File: src/design/bias_cfg_pkg.sv
`default_nettype none
package bias_cfg_pkg;
  // ----------------------------------------
  // Register map
  // ----------------------------------------
  localparam logic [7:0] positive_output_level_addr         = 8'h00;
  localparam logic [7:0] negative_output_level_addr         = 8'h01;
  localparam logic [7:0] discharge_and_profile_control_addr = 8'h03;
  // ----------------------------------------
  // Field layout and reset values
  // ----------------------------------------
  localparam int         level_width          = 5;
  localparam logic [4:0] level_max_code       = 5'h14;
  localparam logic [7:0] level_reset          = 8'h0a;
  localparam logic [7:0] control_reset        = 8'h43;
  localparam int         neg_discharge_bit    = 0;
  localparam int         pos_discharge_bit    = 1;
  localparam int         profile_bit          = 6;
  localparam logic [7:0] level_write_mask     = 8'h1f;
  localparam logic [7:0] control_write_mask   = 8'h43;
  // ----------------------------------------
  // Timing
  // ----------------------------------------
  localparam int         clock_mhz            = 200;
  localparam int         shutdown_delay_ns    = 375000;
  localparam int         discharge_time_ms    = 20;
  // Shutdown needs more than the delay: one cycle beyond the rounded-up count
  localparam int         shutdown_cycles      = (shutdown_delay_ns * clock_mhz + 999) / 1000 + 1;
  // Longest time rounds down
  localparam int         discharge_cycles     = discharge_time_ms * 1000 * clock_mhz;
  typedef enum logic [1:0] {out_off, out_on, out_discharge} out_state_t;
endpackage
`default_nettype wire

File: src/design/lcd_bias_config_registers.sv
// Functional notes
// - Positive level code in bits 4..0, 0x00.
// - Negative level code in bits 4..0, 0x01.
// - Bit1 of 0x03 enables positive discharge.
// - Bit0 of 0x03 enables negative discharge.
// - Bit6 of 0x03 selects smartphone profile.
// - Reserved bits ignore writes, read as zero.
// - Reset loads 0x0A, 0x0A, 0x43.
// - Discharge output 20 ms after shutdown.
// - Shutdown after enable low over 375 us.
// - Separate read/write strobes; full address byte decoded.
`timescale 1ns/100ps
`default_nettype none
module lcd_bias_config_registers
  import bias_cfg_pkg::*;
#(
  parameter int shutdown_count  = shutdown_cycles,
  parameter int discharge_count = discharge_cycles
)(
  input  wire logic       clock,
  input  wire logic       reset,
  input  wire logic       reg_write,
  input  wire logic       reg_read,
  input  wire logic [7:0] reg_address,
  input  wire logic [7:0] reg_write_data,
  input  wire logic       pos_output_enable_pin,
  input  wire logic       neg_output_enable_pin,
  output var  logic [7:0] reg_read_data,
  output var  logic       reg_read_valid,
  output var  logic [4:0] pos_level_code,
  output var  logic [4:0] neg_level_code,
  output var  logic       pos_discharge_enable,
  output var  logic       neg_discharge_enable,
  output var  logic       application_profile_select,
  output var  logic       pos_output_on,
  output var  logic       neg_output_on,
  output var  logic       pos_discharging,
  output var  logic       neg_discharging
);
  // ----------------------------------------
  // Register file
  // ----------------------------------------
  logic [7:0] positive_output_level;
  logic [7:0] negative_output_level;
  logic [7:0] discharge_and_profile_control;
  logic [7:0] next_positive_output_level;
  logic [7:0] next_negative_output_level;
  logic [7:0] next_discharge_and_profile_control;
  logic [7:0] next_read_data;
  logic       next_read_valid;
  logic [2:0] write_select;
  logic [2:0] read_select;

  // One-hot register select, shared by the write path and the read path
  function automatic logic [2:0] decode_address(input logic [7:0] address);
    if (address == positive_output_level_addr)
      return 3'h1;
    else if (address == negative_output_level_addr)
      return 3'h2;
    else if (address == discharge_and_profile_control_addr)
      return 3'h4;
    else
      return 3'h0;
  endfunction

  // Out-of-range codes clamp so the analog side never sees an untabled level
  function automatic logic [level_width-1:0] saturate(input logic [7:0] value);
    if (value[level_width-1:0] > level_max_code)
      return level_max_code;
    else
      return value[level_width-1:0];
  endfunction

  // The read/write strobes are separate inputs; the whole address byte, last bit included, selects the register
  always_comb
  begin
    write_select                       = reg_write ? decode_address(reg_address) : 3'h0;
    read_select                        = decode_address(reg_address);
    next_positive_output_level         = positive_output_level;
    next_negative_output_level         = negative_output_level;
    next_discharge_and_profile_control = discharge_and_profile_control;
    next_read_data                     = reg_read_data;
    next_read_valid                    = reg_read;
    if (write_select[0])
      next_positive_output_level = reg_write_data & level_write_mask;
    if (write_select[1])
      next_negative_output_level = reg_write_data & level_write_mask;
    if (write_select[2])
      next_discharge_and_profile_control = reg_write_data & control_write_mask;
    // Reserved bits and unmapped addresses read as zero; a read beside a write sees the old value
    if (reg_read)
    begin
      next_read_data = 8'h00;
      if (read_select[0])
        next_read_data = positive_output_level;
      if (read_select[1])
        next_read_data = negative_output_level;
      if (read_select[2])
        next_read_data = discharge_and_profile_control;
    end
  end

  always_ff @(posedge clock or posedge reset)
  begin
    if (reset)
    begin
      positive_output_level         <= level_reset;
      negative_output_level         <= level_reset;
      discharge_and_profile_control <= control_reset;
      reg_read_data                 <= 8'h00;
      reg_read_valid                <= 1'b0;
    end
    else
    begin
      positive_output_level         <= next_positive_output_level;
      negative_output_level         <= next_negative_output_level;
      discharge_and_profile_control <= next_discharge_and_profile_control;
      reg_read_data                 <= next_read_data;
      reg_read_valid                <= next_read_valid;
    end
  end

  // ----------------------------------------
  // Field outputs
  // ----------------------------------------
  logic [4:0] next_pos_level_code;
  logic [4:0] next_neg_level_code;
  logic       next_pos_discharge_enable;
  logic       next_neg_discharge_enable;
  logic       next_application_profile_select;

  // Field copies lag the register by one cycle, trading latency for flop-driven outputs
  always_comb
  begin
    next_pos_level_code             = saturate(positive_output_level);
    next_neg_level_code             = saturate(negative_output_level);
    next_pos_discharge_enable       = discharge_and_profile_control[pos_discharge_bit];
    next_neg_discharge_enable       = discharge_and_profile_control[neg_discharge_bit];
    next_application_profile_select = discharge_and_profile_control[profile_bit];
  end

  always_ff @(posedge clock or posedge reset)
  begin
    if (reset)
    begin
      pos_level_code             <= level_reset[4:0];
      neg_level_code             <= level_reset[4:0];
      pos_discharge_enable       <= control_reset[pos_discharge_bit];
      neg_discharge_enable       <= control_reset[neg_discharge_bit];
      application_profile_select <= control_reset[profile_bit];
    end
    else
    begin
      pos_level_code             <= next_pos_level_code;
      neg_level_code             <= next_neg_level_code;
      pos_discharge_enable       <= next_pos_discharge_enable;
      neg_discharge_enable       <= next_neg_discharge_enable;
      application_profile_select <= next_application_profile_select;
    end
  end

  // ----------------------------------------
  // Output sequencing
  // ----------------------------------------
  logic [1:0] enable_pins;
  logic [1:0] discharge_select;
  logic [1:0] outputs_on;
  logic [1:0] outputs_discharging;

  // Index 0 is the positive output, index 1 the negative one
  assign enable_pins      = {neg_output_enable_pin, pos_output_enable_pin};
  assign discharge_select = {discharge_and_profile_control[neg_discharge_bit],
                             discharge_and_profile_control[pos_discharge_bit]};

  for (genvar i = 0; i < 2; i++)
  begin : g_sequencer
    output_sequencer #(
      .shutdown_count  (shutdown_count),
      .discharge_count (discharge_count)
    ) sequencer (
      .clock            (clock),
      .reset            (reset),
      .enable_pin       (enable_pins[i]),
      .discharge_enable (discharge_select[i]),
      .output_on        (outputs_on[i]),
      .discharge_active (outputs_discharging[i])
    );
  end

  // Both pairs come straight from the sequencers' own flops
  assign pos_output_on   = outputs_on[0];
  assign neg_output_on   = outputs_on[1];
  assign pos_discharging = outputs_discharging[0];
  assign neg_discharging = outputs_discharging[1];
endmodule
`default_nettype wire

File: src/design/output_sequencer.sv
`timescale 1ns/100ps
`default_nettype none
module output_sequencer
  import bias_cfg_pkg::*;
#(
  parameter int shutdown_count  = shutdown_cycles,
  parameter int discharge_count = discharge_cycles
)(
  input  wire logic clock,
  input  wire logic reset,
  input  wire logic enable_pin,
  input  wire logic discharge_enable,
  output var  logic output_on,
  output var  logic discharge_active
);
  // ----------------------------------------
  // Enable filter and discharge timer
  // ----------------------------------------
  out_state_t  state;
  out_state_t  next_state;
  logic [31:0] count;
  logic [31:0] next_count;

  always_comb
  begin
    next_state = state;
    next_count = count;
    case (state)
      out_off:
      begin
        next_count = '0;
        if (enable_pin)
          next_state = out_on;
      end
      out_on:
      begin
        // Short low pulses only run the counter and are forgotten
        if (enable_pin)
          next_count = '0;
        else if (count >= 32'(shutdown_count - 1))
        begin
          next_count = '0;
          next_state = discharge_enable ? out_discharge : out_off;
        end
        else
          next_count = count + 32'h0000_0001;
      end
      out_discharge:
      begin
        // Discharge finishes its full time even if enable returns
        if (count >= 32'(discharge_count - 1))
        begin
          next_count = '0;
          next_state = out_off;
        end
        else
          next_count = count + 32'h0000_0001;
      end
      default:
      begin
        next_state = out_off;
        next_count = '0;
      end
    endcase
  end

  always_ff @(posedge clock or posedge reset)
  begin
    if (reset)
    begin
      state            <= out_off;
      count            <= '0;
      output_on        <= 1'b0;
      discharge_active <= 1'b0;
    end
    else
    begin
      state            <= next_state;
      count            <= next_count;
      output_on        <= (next_state == out_on);
      discharge_active <= (next_state == out_discharge);
    end
  end
endmodule
`default_nettype wire

File: config.mk
export PLATFORM = sky130hd
export DESIGN_NAME = lcd_bias_config_registers
export DESIGN_NICKNAME = d
export VERILOG_FILES = /design/src/design/bias_cfg_pkg.sv /design/src/design/lcd_bias_config_registers.sv /design/src/design/output_sequencer.sv
export SDC_FILE = /design/constraint.sdc
export NUM_CORES = 1
export LEC_CHECK = 0
export BUFFER_PORTS_ARGS = -buffer_cell sky130_fd_sc_hd__buf_2
export CORE_UTILIZATION = 50
export CTS_CLUSTER_DIAMETER = 40
export DETAILED_ROUTE_END_ITERATION = 6
export GPL_TIMING_DRIVEN = 1
export HOLD_SLACK_MARGIN = 0.12
export PLACE_DENSITY = 0.75
export SLEW_MARGIN = 40
export SYNTH_ARGS = -nofsm -noshare
export SYNTH_HDL_FRONTEND = slang
export SYNTH_SLANG_ARGS = --single-unit
File: constraint.sdc
create_clock -name clock -period 4.4 [get_ports clock]
set_input_delay 0.66 -clock clock [delete_from_list [all_inputs] [get_ports clock]]
set_output_delay 0.66 -clock clock [all_outputs]
set_load 0.005 [all_outputs]
## Word level (Yosys, flattened, before mapping)

Cells that the tools add are included.

- Memory bits (read-only): 0
- Memories: 0
- Bits in writable memories: 0
- Bits in latches: 0
- Output and inout bits: 26
- Register bits: 107
- Bits of input ports: 22
- Word-level logic and storage cells: 68

- Divide/modulo/power cells: 0
- Eq/ne operators: 10
- Shift-type cells: 0
- Mux-type cells: 29
- Bitwise logic cells: 0
- $add $sub $neg: 2
- $lt $le $gt $ge: 6
- $mul: 0
- Reductions and logical operators: 3

Operators by type and width:

| operator | count |
|---|---|
| 32-bit two-way mux | 6 |
| 32-bit one-hot mux with 2 select lines | 2 |
| 32-bit by 1-bit adder with 32-bit output (second input constant) | 2 |
| 32-bit by 17-bit >= comparator with 1-bit output (second input constant) | 2 |
| 32-bit by 22-bit >= comparator with 1-bit output (second input constant) | 2 |
| 2-bit two-way mux | 10 |
| 8-bit two-way mux | 2 |
| 5-bit two-way mux | 3 |
| 3-bit two-way mux | 4 |
| 2-bit one-hot mux with 3 select lines | 2 |
| 5-bit > comparator (second input constant) | 2 |
| 2-bit by 1-bit equality test with 1-bit output (second input constant) | 4 |
| 2-bit equality test (second input constant) | 4 |
| 8-bit by 1-bit equality test with 1-bit output (second input constant) | 1 |
| 8-bit by 2-bit equality test with 1-bit output (second input constant) | 1 |
| 8-bit zero test | 1 |
| 2-bit zero test | 2 |

## Longest topological paths before layout

- Depth after elaboration: 7
- Depth in mapped cells: 8

## Cells and area by module

A second synthesis with hierarchy kept.

- Cell total of the unflattened synthesis: 420
- Area, all modules: 4662.0 um^2

Modules (own cells, without submodules):

| module | cells each | instances | area an instance (um^2) |
|---|---|---|---|
| output_sequencer | 161 | 2 | 1676.6 |
| lcd_bias_config_registers | 98 | 1 | 1308.8 |

## Least setup slack after synthesis

No wires, ideal clock.

- Path type: input to register
- From: input reg_address[5]
- To: register positive_output_level[0]
- Buffers on the path: 0
- Cell stages on the path: 5
- Arrival time: 2.137 ns
- Path slack: 2.138 ns
- Setup time: 0.125 ns
- Required time: 4.275 ns
- Cells stage by stage: or4_1 -> nor4_1 -> nand2_1 -> nor2_2 -> mux2_2

- Longest elaborated chain between the ends: 4
- Elaborated cells on any way between the ends: 5
- Classes of those cells: eq/ne: 1; mux: 3; reduce/logical: 1

RTL lines:

| element | line | RTL |
|---|---|---|
| from (decl) | lcd_bias_config_registers.sv:24 | `input wire logic [7:0] reg_address,` |
| 8-bit by 1-bit equality test with 1-bit output | lcd_bias_config_registers.sv:58 | `else if (address == negative_output_level_addr)` |
| 3-bit two-way mux | lcd_bias_config_registers.sv:58 |  |
| 3-bit two-way mux (*) | lcd_bias_config_registers.sv:56 | `if (address == positive_output_level_addr)` |
| 3-bit two-way mux (*) | lcd_bias_config_registers.sv:77 | `write_select = reg_write ? decode_address(reg_address) : 3'h0;` |
| to (signal assigned) | lcd_bias_config_registers.sv:107 | `positive_output_level <= level_reset;` |
| to (signal assigned) | lcd_bias_config_registers.sv:115 | `positive_output_level <= next_positive_output_level;` |
| to (decl) | lcd_bias_config_registers.sv:43 | `logic [7:0] positive_output_level;` |

Every way passes the cells marked *; elsewhere a longest branch is shown, timed or not.
A chain may end at the register's enable or synchronous reset.

## Final worst setup path

- From: input reg_address[5]
- To: register positive_output_level[2]

The elaborated chain is that of the path after synthesis.

==> results.toml <==
[hold_path]
min_path_type = "in2async"

[yosys]
yosysSeqAreaShare = 0.567
ys_dominant_reg_cell = "dfrtp_1"
synthArstFlopShare = 1.00
synth_warnings = 0
synth_cells = 418
synth_edf_count = 0
synth_seq_cells = 105
syn_area_sq_um = 4660
synth_cell_types = 55
postSynthAreaPerCell_sq_um = 11.2

[drt]
drtIter0Drc = 109
num_vias = 3152
antenna_left = 0
drc_errors = 0
routedWlPerCell_um = 14.0
wl_um = 8380
drt-pass1-iter-count = 4
vias_per_cell = 5.27

[floorplan]
die_area_sq_um = 9720
die_x_um = 98.6
start_util = 0.525
ioPinCount = 48
die_h_um = 98.6
row_count = 34
core_area_sq_um = 8890

[setup_path]
crit_fanout = 5
critPathKind = "in2reg"
crit_path_end_kind = "flop"
worstPathRequired_ns = 4.65
arrival_ns = 2.52
cp-start-kind = "primary input"

[clock_tree]
cts_tree = "built"
cts-buffers-inserted = 9
path_clk_slew_ns = 0.09
cts_hold_buf = 0
clk-insertion-delay-late_ns = 0.36
cts_buffer_depth = 2
post_cts_buffers = 0
htreeDepth = 3
cts_resized = 0
clkSinkCount = 105
root_buffer = "clkbuf_8"

[power]
total_leakage_power_nw = 2.36
power.total_w = 0.00174
ir_worst_vdd_v = 0.000270
power_density_nw_per_um2 = 332

[finish]
nets = 519
final_area_sq_um = 5230
ff_latch_area_sq_um = 2650
drive_above_1_share = 0.206
n_antenna_cell = 0
num-fill-cells = 740
multi_input_area_sq_um = 1970
syn_to_final_growth_pct = 12.2

[timing]
fin_setup_tns_ns = 0
fin_worst_skew_ns = 0.0147
hold_viol = 0
fmax_mhz = 441
grt_setup_unrepaired = "false"
worst_slack_ns = 2.13
worst_slew_pin_slew_ns = 0.611
drv_slew = 0
layout_min_cycle_time_ns = 2.27
relSlewSlack = 0.593
fin_crit_sh = 0.515
setup_violations = 0

[global_route]
grt_pass1_vias = 3145
grt_usage = 0.191
grt_max_degree = 73
grt_overflow = 0
antenna_found_initial = 0
grt_pass1_wl_um = 14700

[place]
portBuffers = 43
dp_hpwl_um = 6030
dpl_cell_area_sq_um = 5060
place_congestion = 0.857
pre_cts_slack_ns = 1.79

[outcome]
status = "finished clean"

[job]
drv_cap = 0
## report_power, final
group / switching (W) / total [W] / internal, W
sequential: 0.0000263 / 0.00104 / 0.00101
combinational: 0.000111 / 0.000194 / 0.0000836
clock: 0.000298 / 0.000505 / 0.000206
total: 0.000435 / 0.00174 / 0.00130
## final cells by class
cell class,count,share of cell area
clock buffers,11,0.0251
well taps,108,0.0258
flip-flops and latches,105,0.506
inverters,20,0.0153
repair buffers,46,0.0454
multi-input cells,303,0.376
clock inverters,5,0.00622
## sequential cells by signal, indices dropped and copies added (netlist names), 2 cells and up
name,cells
g_sequencer.sequencer.output_on,2
discharge_and_profile_control,3
negative_output_level,5
pos_level_code,5
g_sequencer.sequencer.state,4
g_sequencer.sequencer.count,64
neg_level_code,5
g_sequencer.sequencer.discharge_active,2
reg_read_data,6
positive_output_level,5
## cell usage after synthesis (2+ instances only)
cell       instances  share of area
o21ai_1            2         0.0021
nand4_1           13          0.017
dfstp_2           14          0.079
nor2_1            64          0.052
o31ai_1            2         0.0032
nand2b_1           3         0.0040
xnor2_1           13          0.024
o2111ai_1          2         0.0038
nor2b_1            4         0.0054
dfrtp_1           91           0.49
mux2i_1            3         0.0064
a21o_1             2         0.0032
or4_1              2         0.0032
o31ai_2            2         0.0054
a22oi_1            2         0.0032
mux2_2            15          0.036
clkbuf_1           5         0.0040
and3b_1            3         0.0056
ha_1              12          0.032
and2_1             5         0.0067
a311oi_1           2         0.0038
nor3_1             9         0.0097
and4_1             4         0.0075
o21ai_0            9         0.0097
nor4_1             7         0.0094
nand3_1           18          0.019
o22ai_1            6         0.0080
or2_2              2         0.0027
o211ai_1           2         0.0032
nand2_1           21          0.017
buf_2              4         0.0043
inv_1             20          0.016
xor2_1            26          0.049
and3_1             6         0.0080
buf_4              2         0.0032
a21oi_1            2         0.0021
## worst paths after layout
| kind | from | end | slack, ns | depth (start not counted) |
|---|---|---|---|---|
| worst min-delay path | reset | g_sequencer[1].sequencer.count[1] | 0.38 | 2 |
| worst min register to register | discharge_and_profile_control[6] | application_profile_select | 0.38 | 0 |
| min in group clock | discharge_and_profile_control[6] | application_profile_select | 0.38 | 0 |
| max in group asynchronous | reset | neg_discharge_enable | 3.13 | 3 |
| worst max register to register | g_sequencer[0].sequencer.count[30] | g_sequencer[0].sequencer.discharge_active | 2.22 | 6 |
| worst max-delay path | reg_address[5] | positive_output_level[2] | 2.13 | 6 |
## worst max-delay path, stage by stage
cell and delay, ns:
buf_2 0.09, or4_1 0.54, nor4_1 0.44, nand2_1 0.13, nor2_2 0.27, mux2_2 0.38
## metal layers
metal | up-vias | track usage | share of wire
met1 | 1542 | 0.248 | 0.46
met3 | 14 | 0.0567 | 0.030
li1 | 1552 | - | -
met4 | 0 | 0.0517 | 0.016
met2 | 44 | 0.315 | 0.49
met5 | - | 0 | 0
## layout by cell type (no fill, tap or decap), types with 3 or more instances in the layout
master	count
ha_1	12
and4_1	4
dfrtp_1	91
nand4_1	13
xnor2_1	13
mux2_2	15
nor3_1	9
clkbuf_8	9
nor2b_1	4
nor4_1	7
nand3_1	18
mux2i_1	3
o21ai_0	9
nand2b_1	3
nand2_1	21
and3_1	6
clkinv_2	3
o22ai_1	6
buf_4	3
xor2_1	26
and3b_1	3
inv_1	19
nor2_1	64
and2_1	5
dfstp_2	14
buf_2	43
conb_1	22
## metrics by stage
step / util / instances / hold WS [ns]
floorplan: - / 439 / 0.359
global placement: 0.570 / 582 / 0.365
detailed placement: 0.570 / 582 / 0.369
CTS: 0.588 / 598 / 0.380
global route: 0.588 / 598 / 0.390
finish: 0.588 / 598 / 0.380
## kinds of logic (layout without fill, tap and decap cells)
logic type	count (synthesis)	in the layout	synth area share
compound gates	45	45	0.0743
simple gates	167	167	0.182
xor+xnor	39	39	0.0732
buf+inv	31	82	0.0276
fa+ha+maj	12	12	0.0322
flops	105	105	0.567
other cells	1	22	0.000804
mux	18	18	0.0427
Note: power is estimated with default switching activity, not from simulation.
